==> config.mk <==
export PLATFORM = sky130hd
export DESIGN_NAME = stp_scan_port
export DESIGN_NICKNAME = d
export VERILOG_FILES = /design/src/verilog/stp_scan_port.v
export VERILOG_INCLUDE_DIRS = /design/src /design/src/include
export SDC_FILE = /design/constraint.sdc
export NUM_CORES = 1
export LEC_CHECK = 0
export ABC_CLOCK_PERIOD_IN_PS = 2460
export BUFFER_PORTS_ARGS = -buffer_cell sky130_fd_sc_hd__buf_2
export CORE_ASPECT_RATIO = 1.75
export CORE_MARGIN = 3
export CORE_UTILIZATION = 43
export CTS_BUF_LIST = sky130_fd_sc_hd__clkbuf_8 sky130_fd_sc_hd__clkbuf_16
export DETAILED_ROUTE_END_ITERATION = 12
export GPL_TIMING_DRIVEN = 0
export PLACE_DENSITY = 0.58
export SYNTH_ARGS = -nofsm -noshare
export SYNTH_HDL_FRONTEND = slang
export SYNTH_SLANG_ARGS = --single-unit
==> constraint.sdc <==
create_clock -name clk -period 2.46 [get_ports clk]
set_clock_uncertainty 0.15 [all_clocks]
set_input_delay 0 -clock clk [delete_from_list [all_inputs] [get_ports clk]]
set_output_delay 0 -clock clk [all_outputs]
set_load 0.05 [all_outputs]
==> src/include/stp_regs.vh <==
// constants for the scan test port
`ifndef STP_REGS_VH
`define STP_REGS_VH
`define STP_IR_W          4
`define STP_IR_RESET      4'hF
`define STP_IR_BYPASS     4'hF
`define STP_IR_EMUDIR     4'h2
`define STP_IR_IDCODE     4'h1
`define STP_EMUDIR_W      2
`define STP_IDCODE_VAL    32'h0000_1001
`define STP_S_RESET       4'h0
`define STP_S_IDLE        4'h1
`define STP_S_SEL_DR      4'h2
`define STP_S_CAP_DR      4'h3
`define STP_S_SH_DR       4'h4
`define STP_S_EX1_DR      4'h5
`define STP_S_PAU_DR      4'h6
`define STP_S_EX2_DR      4'h7
`define STP_S_UPD_DR      4'h8
`define STP_S_SEL_IR      4'h9
`define STP_S_CAP_IR      4'hA
`define STP_S_SH_IR       4'hB
`define STP_S_EX1_IR      4'hC
`define STP_S_PAU_IR      4'hD
`define STP_S_EX2_IR      4'hE
`define STP_S_UPD_IR      4'hF
`endif

==> src/verilog/stp_scan_port.v <==
// scan test port with emulator pins and global output disable
`timescale 1ns/100ps
`include "stp_regs.vh"
module stp_scan_port
#(
	parameter IDCODE = `STP_IDCODE_VAL // arbitrary value
)
(
	input  wire        clk,
	input  wire        rst_n,
	input  wire        tck,
	input  wire        tms,
	input  wire        tdi,
	input  wire        trst,
	output reg         tdo_o,
	output reg         tdo_oe_n,
	input  wire        emulator_pin_a_i,
	output reg         emulator_pin_a_o,
	output reg         emulator_pin_a_oe_n,
	input  wire        emulator_pin_b_or_output_kill_i,
	output reg         emulator_pin_b_or_output_kill_o,
	output reg         emulator_pin_b_or_output_kill_oe_n,
	input  wire [1:0]  emu_irq_out,
	output reg  [1:0]  emu_irq_in,
	output reg         scan_control,
	output reg         output_disable
);
	reg  [5:0] s1_r;
	reg  [5:0] s2_r;
	reg        tck_d_r;
	reg  [3:0] state_r;
	reg  [3:0] state_nxt;
	reg  [`STP_IR_W-1:0] ir_r;
	reg  [`STP_IR_W-1:0] ir_sh_r;
	reg  [31:0] dr_sh_r;
	reg  [`STP_EMUDIR_W-1:0] emudir_r;
	reg        tdo_r;
	reg        shifting_r;

	wire tck_s  = s2_r[0];
	wire tms_s  = s2_r[1];
	wire tdi_s  = s2_r[2];
	wire trst_s = s2_r[3];
	wire ea_s   = s2_r[4];
	wire eb_s   = s2_r[5];
	wire rise   = tck_s & ~tck_d_r;
	wire fall   = ~tck_s & tck_d_r;
	// disable condition, only meaningful outside scan control
	wire kill   = ~trst_s & ea_s & ~eb_s;
	wire is_sh  = (state_r == `STP_S_SH_DR) | (state_r == `STP_S_SH_IR);
	// every data register, bypass included, shifts out of bit 0
	wire dr_tdo = dr_sh_r[0];

	// tck edges show up about 3 clk late, so tck must stay below clk/8
	always @(posedge clk)
	begin
		if (!rst_n)
		begin
			s1_r <= 6'h00;
			s2_r <= 6'h00;
			tck_d_r <= 1'b0;
		end
		else
		begin
			s1_r <= {emulator_pin_b_or_output_kill_i, emulator_pin_a_i, trst, tdi, tms, tck};
			s2_r <= s1_r;
			tck_d_r <= tck_s;
		end
	end

	always @*
	begin
		state_nxt = state_r;
		case (state_r)
			`STP_S_RESET:  state_nxt = tms_s ? `STP_S_RESET  : `STP_S_IDLE;
			`STP_S_IDLE:   state_nxt = tms_s ? `STP_S_SEL_DR : `STP_S_IDLE;
			`STP_S_SEL_DR: state_nxt = tms_s ? `STP_S_SEL_IR : `STP_S_CAP_DR;
			`STP_S_CAP_DR: state_nxt = tms_s ? `STP_S_EX1_DR : `STP_S_SH_DR;
			`STP_S_SH_DR:  state_nxt = tms_s ? `STP_S_EX1_DR : `STP_S_SH_DR;
			`STP_S_EX1_DR: state_nxt = tms_s ? `STP_S_UPD_DR : `STP_S_PAU_DR;
			`STP_S_PAU_DR: state_nxt = tms_s ? `STP_S_EX2_DR : `STP_S_PAU_DR;
			`STP_S_EX2_DR: state_nxt = tms_s ? `STP_S_UPD_DR : `STP_S_SH_DR;
			`STP_S_UPD_DR: state_nxt = tms_s ? `STP_S_SEL_DR : `STP_S_IDLE;
			`STP_S_SEL_IR: state_nxt = tms_s ? `STP_S_RESET  : `STP_S_CAP_IR;
			`STP_S_CAP_IR: state_nxt = tms_s ? `STP_S_EX1_IR : `STP_S_SH_IR;
			`STP_S_SH_IR:  state_nxt = tms_s ? `STP_S_EX1_IR : `STP_S_SH_IR;
			`STP_S_EX1_IR: state_nxt = tms_s ? `STP_S_UPD_IR : `STP_S_PAU_IR;
			`STP_S_PAU_IR: state_nxt = tms_s ? `STP_S_EX2_IR : `STP_S_PAU_IR;
			`STP_S_EX2_IR: state_nxt = tms_s ? `STP_S_UPD_IR : `STP_S_SH_IR;
			`STP_S_UPD_IR: state_nxt = tms_s ? `STP_S_SEL_DR : `STP_S_IDLE;
			default:       state_nxt = `STP_S_RESET;
		endcase
	end

	// tap held in reset while trst low: functional mode
	always @(posedge clk)
	begin
		if (!rst_n || !trst_s)
		begin
			state_r <= `STP_S_RESET;
			ir_r <= `STP_IR_RESET;
			ir_sh_r <= {`STP_IR_W{1'b0}};
			dr_sh_r <= 32'h0000_0000;
			emudir_r <= {`STP_EMUDIR_W{1'b0}};
		end
		else if (rise)
		begin
			state_r <= state_nxt;
			case (state_r)
				`STP_S_CAP_IR:
				begin
					ir_sh_r <= {{(`STP_IR_W-1){1'b0}}, 1'b1};
				end
				`STP_S_SH_IR:
				begin
					ir_sh_r <= {tdi_s, ir_sh_r[`STP_IR_W-1:1]};
				end
				`STP_S_UPD_IR:
				begin
					ir_r <= ir_sh_r;
				end
				// data register length follows the current instruction
				`STP_S_CAP_DR:
				begin
					if (ir_r == `STP_IR_IDCODE)
						dr_sh_r <= IDCODE;
					else if (ir_r == `STP_IR_EMUDIR)
						dr_sh_r <= {30'h0000_0000, emudir_r};
					else
						dr_sh_r <= 32'h0000_0000;
				end
				`STP_S_SH_DR:
				begin
					if (ir_r == `STP_IR_IDCODE)
						dr_sh_r <= {tdi_s, dr_sh_r[31:1]};
					else if (ir_r == `STP_IR_EMUDIR)
						dr_sh_r <= {30'h0000_0000, tdi_s, dr_sh_r[1]};
					else
						dr_sh_r <= {31'h0000_0000, tdi_s};
				end
				`STP_S_UPD_DR:
				begin
					if (ir_r == `STP_IR_EMUDIR)
						emudir_r <= dr_sh_r[`STP_EMUDIR_W-1:0];
				end
				default:
				begin
					ir_r <= ir_r;
				end
			endcase
		end
	end

	// falling edge launches tdo so the host samples a stable bit
	always @(posedge clk)
	begin
		if (!rst_n || !trst_s)
		begin
			tdo_r <= 1'b0;
			shifting_r <= 1'b0;
		end
		else if (fall)
		begin
			shifting_r <= is_sh;
			tdo_r <= (state_r == `STP_S_SH_IR) ? ir_sh_r[0] : dr_tdo;
		end
	end

	always @(posedge clk)
	begin
		if (!rst_n)
		begin
			tdo_o <= 1'b0;
			tdo_oe_n <= 1'b1;
			scan_control <= 1'b0;
			output_disable <= 1'b0;
		end
		else
		begin
			scan_control <= trst_s;
			output_disable <= kill;
			tdo_o <= tdo_r;
			tdo_oe_n <= kill | ~shifting_r;
		end
	end

	// emulator pins: released at reset so a host driving them cannot fight us
	always @(posedge clk)
	begin
		if (!rst_n)
		begin
			emulator_pin_a_o <= 1'b0;
			emulator_pin_a_oe_n <= 1'b1;
			emulator_pin_b_or_output_kill_o <= 1'b0;
			emulator_pin_b_or_output_kill_oe_n <= 1'b1;
			emu_irq_in <= 2'h0;
		end
		else
		begin
			emulator_pin_a_o <= emu_irq_out[0];
			emulator_pin_b_or_output_kill_o <= emu_irq_out[1];
			// drive emulator pins only under scan control, direction from scan
			emulator_pin_a_oe_n <= ~(trst_s & emudir_r[0]);
			emulator_pin_b_or_output_kill_oe_n <= ~(trst_s & emudir_r[1]);
			emu_irq_in <= trst_s ? {eb_s & ~emudir_r[1], ea_s & ~emudir_r[0]} : 2'h0;
		end
	end
endmodule // stp_scan_port

**Word-level counts from Yosys, hierarchy flattened**

Cells that the tools add are included.
Widths: inputs -> output; s select.

- Eq/ne operators: 17
- Muxes and demuxes: 20
- Bitwise gates (word level): 19
- Reduce and logical (&&, ||, !) cells: 14

Operators with widths:

| cell | number |
|---|---|
| $pmux 32 s2 | 1 |
| $pmux 4 s12 | 1 |
| $eq 4x4->1 const B | 8 |
| $mux 32 | 1 |
| $eq 4x3->1 const B | 4 |
| $mux 4 | 4 |
| $mux 13 | 1 |
| $eq 4x2->1 const B | 3 |
| $mux 2 | 5 |
| $not 1->1 | 9 |
| $and 1x1->1 | 8 |
| $eq 4x1->1 const B | 2 |
| $pmux 4 s2 | 1 |
| $reduce_and 2->1 | 4 |
| $mux 3 | 2 |
| $logic_not 4->1 | 1 |
| $mux 1 | 4 |
| $reduce_bool 2->1 | 2 |
| $reduce_or 2->1 | 2 |
| $reduce_and 3->1 | 1 |
| $reduce_or 3->1 | 1 |
| $logic_not 1->1 | 2 |
| $or 1x1->1 | 2 |
| $logic_or 1x1->1 | 1 |

- Register bits after elaboration: 71
- Input port bits: 10
- Output and inout bits: 10

**Depth between registers and ports, before layout**

- Depth in word-level cells: 4
- Mapped depth: 7
- Gate-level depth less buffers: 4

**Worst setup path before layout**

OpenSTA, ideal clock, no wires.

- Path kind: register -> register
- Start: reg state_r[3]
- End: reg dr_sh_r[1]
- Setup time: 0.123 ns
- Data arrival time: 1.678 ns
- Required time: 2.187 ns
- Setup slack: 0.509 ns
- Cell stages (with the launch flop): 7
- Clock period less this slack: 1.951 ns
- Cells stage by stage: dfxtp_1 buf_6 or4b_4 buf_6 mux2_1 a221oi_1 nor2_1

- Word-level cells in the longest chain between the ends: 3
- Elaborated cells between the ends (all ways): 5

RTL lines:

| what | RTL line | text |
|---|---|---|
| start, declared | stp_scan_port.v:31 | `reg [3:0] state_r;` |
| start signal, assigned | stp_scan_port.v:100 | `` state_r <= `STP_S_RESET; `` |
| start signal, assigned | stp_scan_port.v:108 | `state_r <= state_nxt;` |
| $eq 4x3->1 / $eq 4x2->1 (equally long branches) | stp_scan_port.v:109 | `case (state_r)` |
| $reduce_bool 2->1 (no line) | n/a |  |
| $reduce_and 2->1 (no line) | n/a |  |
| end signal, assigned | stp_scan_port.v:128 | `dr_sh_r <= {30'h0000_0000, emudir_r};` |
| end signal, assigned | stp_scan_port.v:135 | `dr_sh_r <= {tdi_s, dr_sh_r[31:1]};` |
| end signal, assigned | stp_scan_port.v:137 | `dr_sh_r <= {30'h0000_0000, tdi_s, dr_sh_r[1]};` |
| end, declared | stp_scan_port.v:35 | `reg [31:0] dr_sh_r;` |

Parallel ways exist; a longest one is shown, timed or not.
A chain may end at the register's enable or synchronous reset.

**Worst setup path after layout**

- Start: reg state_r[2]
- End: reg dr_sh_r[3]

The elaborated chain is that of the path after synthesis.

==> impl_metrics.env <==
export IMPL_status="finished, final reports clean"
export IMPL_numCtsBuffers=9
export IMPL_overflow=0
export IMPL_place_congestion=0.7979
export IMPL_synth_top_family_by_area="simple AND/OR/NAND/NOR gates"
export IMPL_final_cell_count_no_fill=433
export IMPL_root_buffer="clkbuf_8"
export IMPL_fillers=569
export IMPL_antenna_found_initial=0
export IMPL_synth_cells=310
export IMPL_fin_crit_ns=2.165
export IMPL_postCtsResizedCells=0
export IMPL_ios=20
export IMPL_endpoint_kind="flop"
export IMPL_rsz0062_at_grt="false"
export IMPL_slowest_stage="a211oi_1"
export IMPL_ys_types=41
export IMPL_ys_warn_count=0
export IMPL_seqCellArea_um2=1421
export IMPL_n_antenna_cell=0
export IMPL_wl_um=5806
export IMPL_clkLatencyLatePin_ns=0.35
export IMPL_multi_input_area_um2=1159
export IMPL_path_class="flop to flop"
export IMPL_grt_use_total_pct=17.97
export IMPL_required_ns=2.59
export IMPL_synthFlopType="dfxtp_1"
export IMPL_tightest_slew_ns=0.6561
export IMPL_place_inst=406
export IMPL_relSlewSlack_pct=55.65
export IMPL_cts_tree="yes"
export IMPL_cpLargestDelayFamily="compound AO/OA/AOI/OAI gates"
export IMPL_mostFrequentLayoutCell="dfxtp_1"
export IMPL_num_rows=37
export IMPL_hp_class="input port to flop"
export IMPL_cts_max_path_buffers=2
export IMPL_startpoint="state_r[2]"
export IMPL_drive_above_1_share_pct=12.68
export IMPL_whs_endpoint="s1_r[5]"
export IMPL_avgSynthCellArea_um2=8.807
export IMPL_grt_first_pass_wirelength_um=10230
export IMPL_rrSetupSlack_ns=0.30
export IMPL_r2r_end="dr_sh_r[3]"
export IMPL_synth_cell_area_um2=2730
export IMPL_ys_ff_latch=71
export IMPL_cp_arrival_ns=2.29
export IMPL_max_freq_mhz=461.9
export IMPL_die_w_um=66.24
export IMPL_period_share_pct=88.00
export IMPL_peakVddDrop_mv=0.4491
export IMPL_start_util_pct=45.36
export IMPL_drcViolationCount=0
export IMPL_clkSlewWorstSetupHoldPaths_ns=0.07
export IMPL_cp_start_kind="flop"
export IMPL_cp_cell_sequence="or3b_1 > a211oi_1 > buf_2 > nand3_1 > a21oi_1"
export IMPL_htreeDepth=3
export IMPL_max_cap_viol_count=0
export IMPL_viasPerCell=5.335
export IMPL_ant_nets=0
export IMPL_synthMuxAreaShare_pct=1.512
export IMPL_synthXorXnorAreaFrac_pct=0.6416
export IMPL_synth_compound_area_share_pct=14.67
export IMPL_die_h_um=111.4
export IMPL_hold_depth=3
export IMPL_yosysSeqAreaShare_pct=52.06
export IMPL_drv_slew=0
export IMPL_dp_hpwl_um=3985
export IMPL_vias=2310
export IMPL_port_buffers=18
export IMPL_synth_edf_count=0
export IMPL_synth_nets=320
export IMPL_critPathMaxStageDelay_ns=0.50
export IMPL_postCtsSetupRepairBufs=0
export IMPL_fp_dieArea_um2=7379
export IMPL_area_growth_pct=19.34
export IMPL_cp_max_fo=10
export IMPL_min_from="emulator_pin_b_or_output_kill_i"
export IMPL_setup_tns_ns=0
export IMPL_synthTopCellsByArea="dfxtp_1 52%, a21oi_1 7.0%, nand3_1 6.6%, nand2_1 5.6%, and2_1 3.7%"
export IMPL_yosysTopAreaCellShare_pct=52.06
export IMPL_cts_sinks=71
export IMPL_powerDensity_nw_per_um2=698.3
export IMPL_async_flop_share_pct=0
export IMPL_setup_viol=0
export IMPL_hold_viol=0
export IMPL_wl_per_cell_um=13.41
export IMPL_synth_simple_area_share_pct=25.62
export IMPL_synth_fa_ha_area_share_pct=0
export IMPL_rr_startpoint="state_r[2]"
export IMPL_mostFrequentLayoutCells="71 x dfxtp_1, 41 x nand2_1, 38 x a21oi_1"
export IMPL_grt_max_degree=14
export IMPL_yosysTopAreaCell="dfxtp_1"
export IMPL_core_area_um2=6018
export IMPL_first_iter_violations=163
export IMPL_path_buf_inv=1
export IMPL_dr_pass1_iters=4
export IMPL_leakage_nw=1.101
export IMPL_p_total_mw=2.275
export IMPL_nNetsFinal=360
export IMPL_first_global_vias=2223
export IMPL_rr_worst_depth=5
[final cells by class]
class	instances	share of cell area (%)
flip-flops and latches	71	43.63
multi-input cells	210	35.56
repair buffers	29	6.144
clock buffers	10	4.224
plain buffers	24	4.032
well taps	78	2.995
clock inverters	6	2.842
inverters	5	0.5760
[routing by layer]
metal | vias to the layer above | wire length (µm) | track usage [%]
li1 | 1154 | - | -
met1 | 1110 | 2363 | 20.00
met2 | 35 | 3139 | 30.92
met3 | 11 | 172 | 4.541
met4 | 0 | 132 | 8.548
met5 | - | 0 | 0
[logic make-up (layout without fill, tap and decap cells)]
logic type | Yosys count | after routing
mux | 4 | 4
xor+xnor | 2 | 2
simple gates | 135 | 135
compound gates | 69 | 69
buf+inv | 29 | 74
flops | 71 | 71
[power by group]
group          switching, mW  internal (mW)
Clock                  0.441          0.603
Combinational         0.0366         0.0291
Sequential           0.00519           1.16
[cell usage after synthesis (3+ instances only)]
cell,instances
buf_2,3
dfxtp_1,71
a211oi_1,3
nand2_1,41
buf_6,5
nor2_1,12
nor2b_1,4
a21oi_1,38
inv_1,5
nor3_1,7
and2_1,16
nor3b_1,3
mux2i_1,3
nand3_1,36
clkbuf_1,16
nand2b_1,5
o21ai_0,13
[worst register-to-register path, stage by stage, from the launching register on]
cell      delay, ns
dfxtp_1        0.47
or3b_1         0.40
a211oi_1       0.50
buf_2          0.33
nand3_1        0.10
a21oi_1        0.15
[through the flow]
stage | utilization (%) | cell area [µm²] | hold slack (ns) | setup slack, ns
2_1_floorplan | - | 2730 | -0.02271 | 0.5089
3_3_place_gp | 48.48 | 2918 | 0.05449 | 0.3474
3_5_place_dp | 48.48 | 2918 | 0.06083 | 0.3027
4_1_cts | 54.14 | 3258 | 0.2169 | 0.2967
5_1_grt | 54.14 | 3258 | 0.2553 | 0.09571
6_report | 54.14 | 3258 | 0.2296 | 0.2951
[worst max path at each step]
stage | depth (start not counted) | slack (ns) | to
after floorplan | 6 | 0.51 | dr_sh_r[1]
after global placement | 5 | 0.35 | dr_sh_r[30]
after detailed placement | 5 | 0.30 | dr_sh_r[16]
after CTS | 5 | 0.30 | dr_sh_r[16]
after global routing | 5 | 0.1 | dr_sh_r[5]
final | 5 | 0.30 | dr_sh_r[3]
[sequential cells by signal, summed over array words and instances, names as in the netlist, 2 cells and up]
signal and flops:
state_r 4, emu_irq_in 2, ir_sh_r 4, emudir_r 2, ir_r 4, s1_r 6, s2_r 6, dr_sh_r 32
[timing repair]
action | in CTS | in global routing
hold buffers | 11 | 0
endpoints found under the setup margin | 0 | 0
endpoints found under the hold margin | 14 | 0
(Power assumes the default switching activity.)
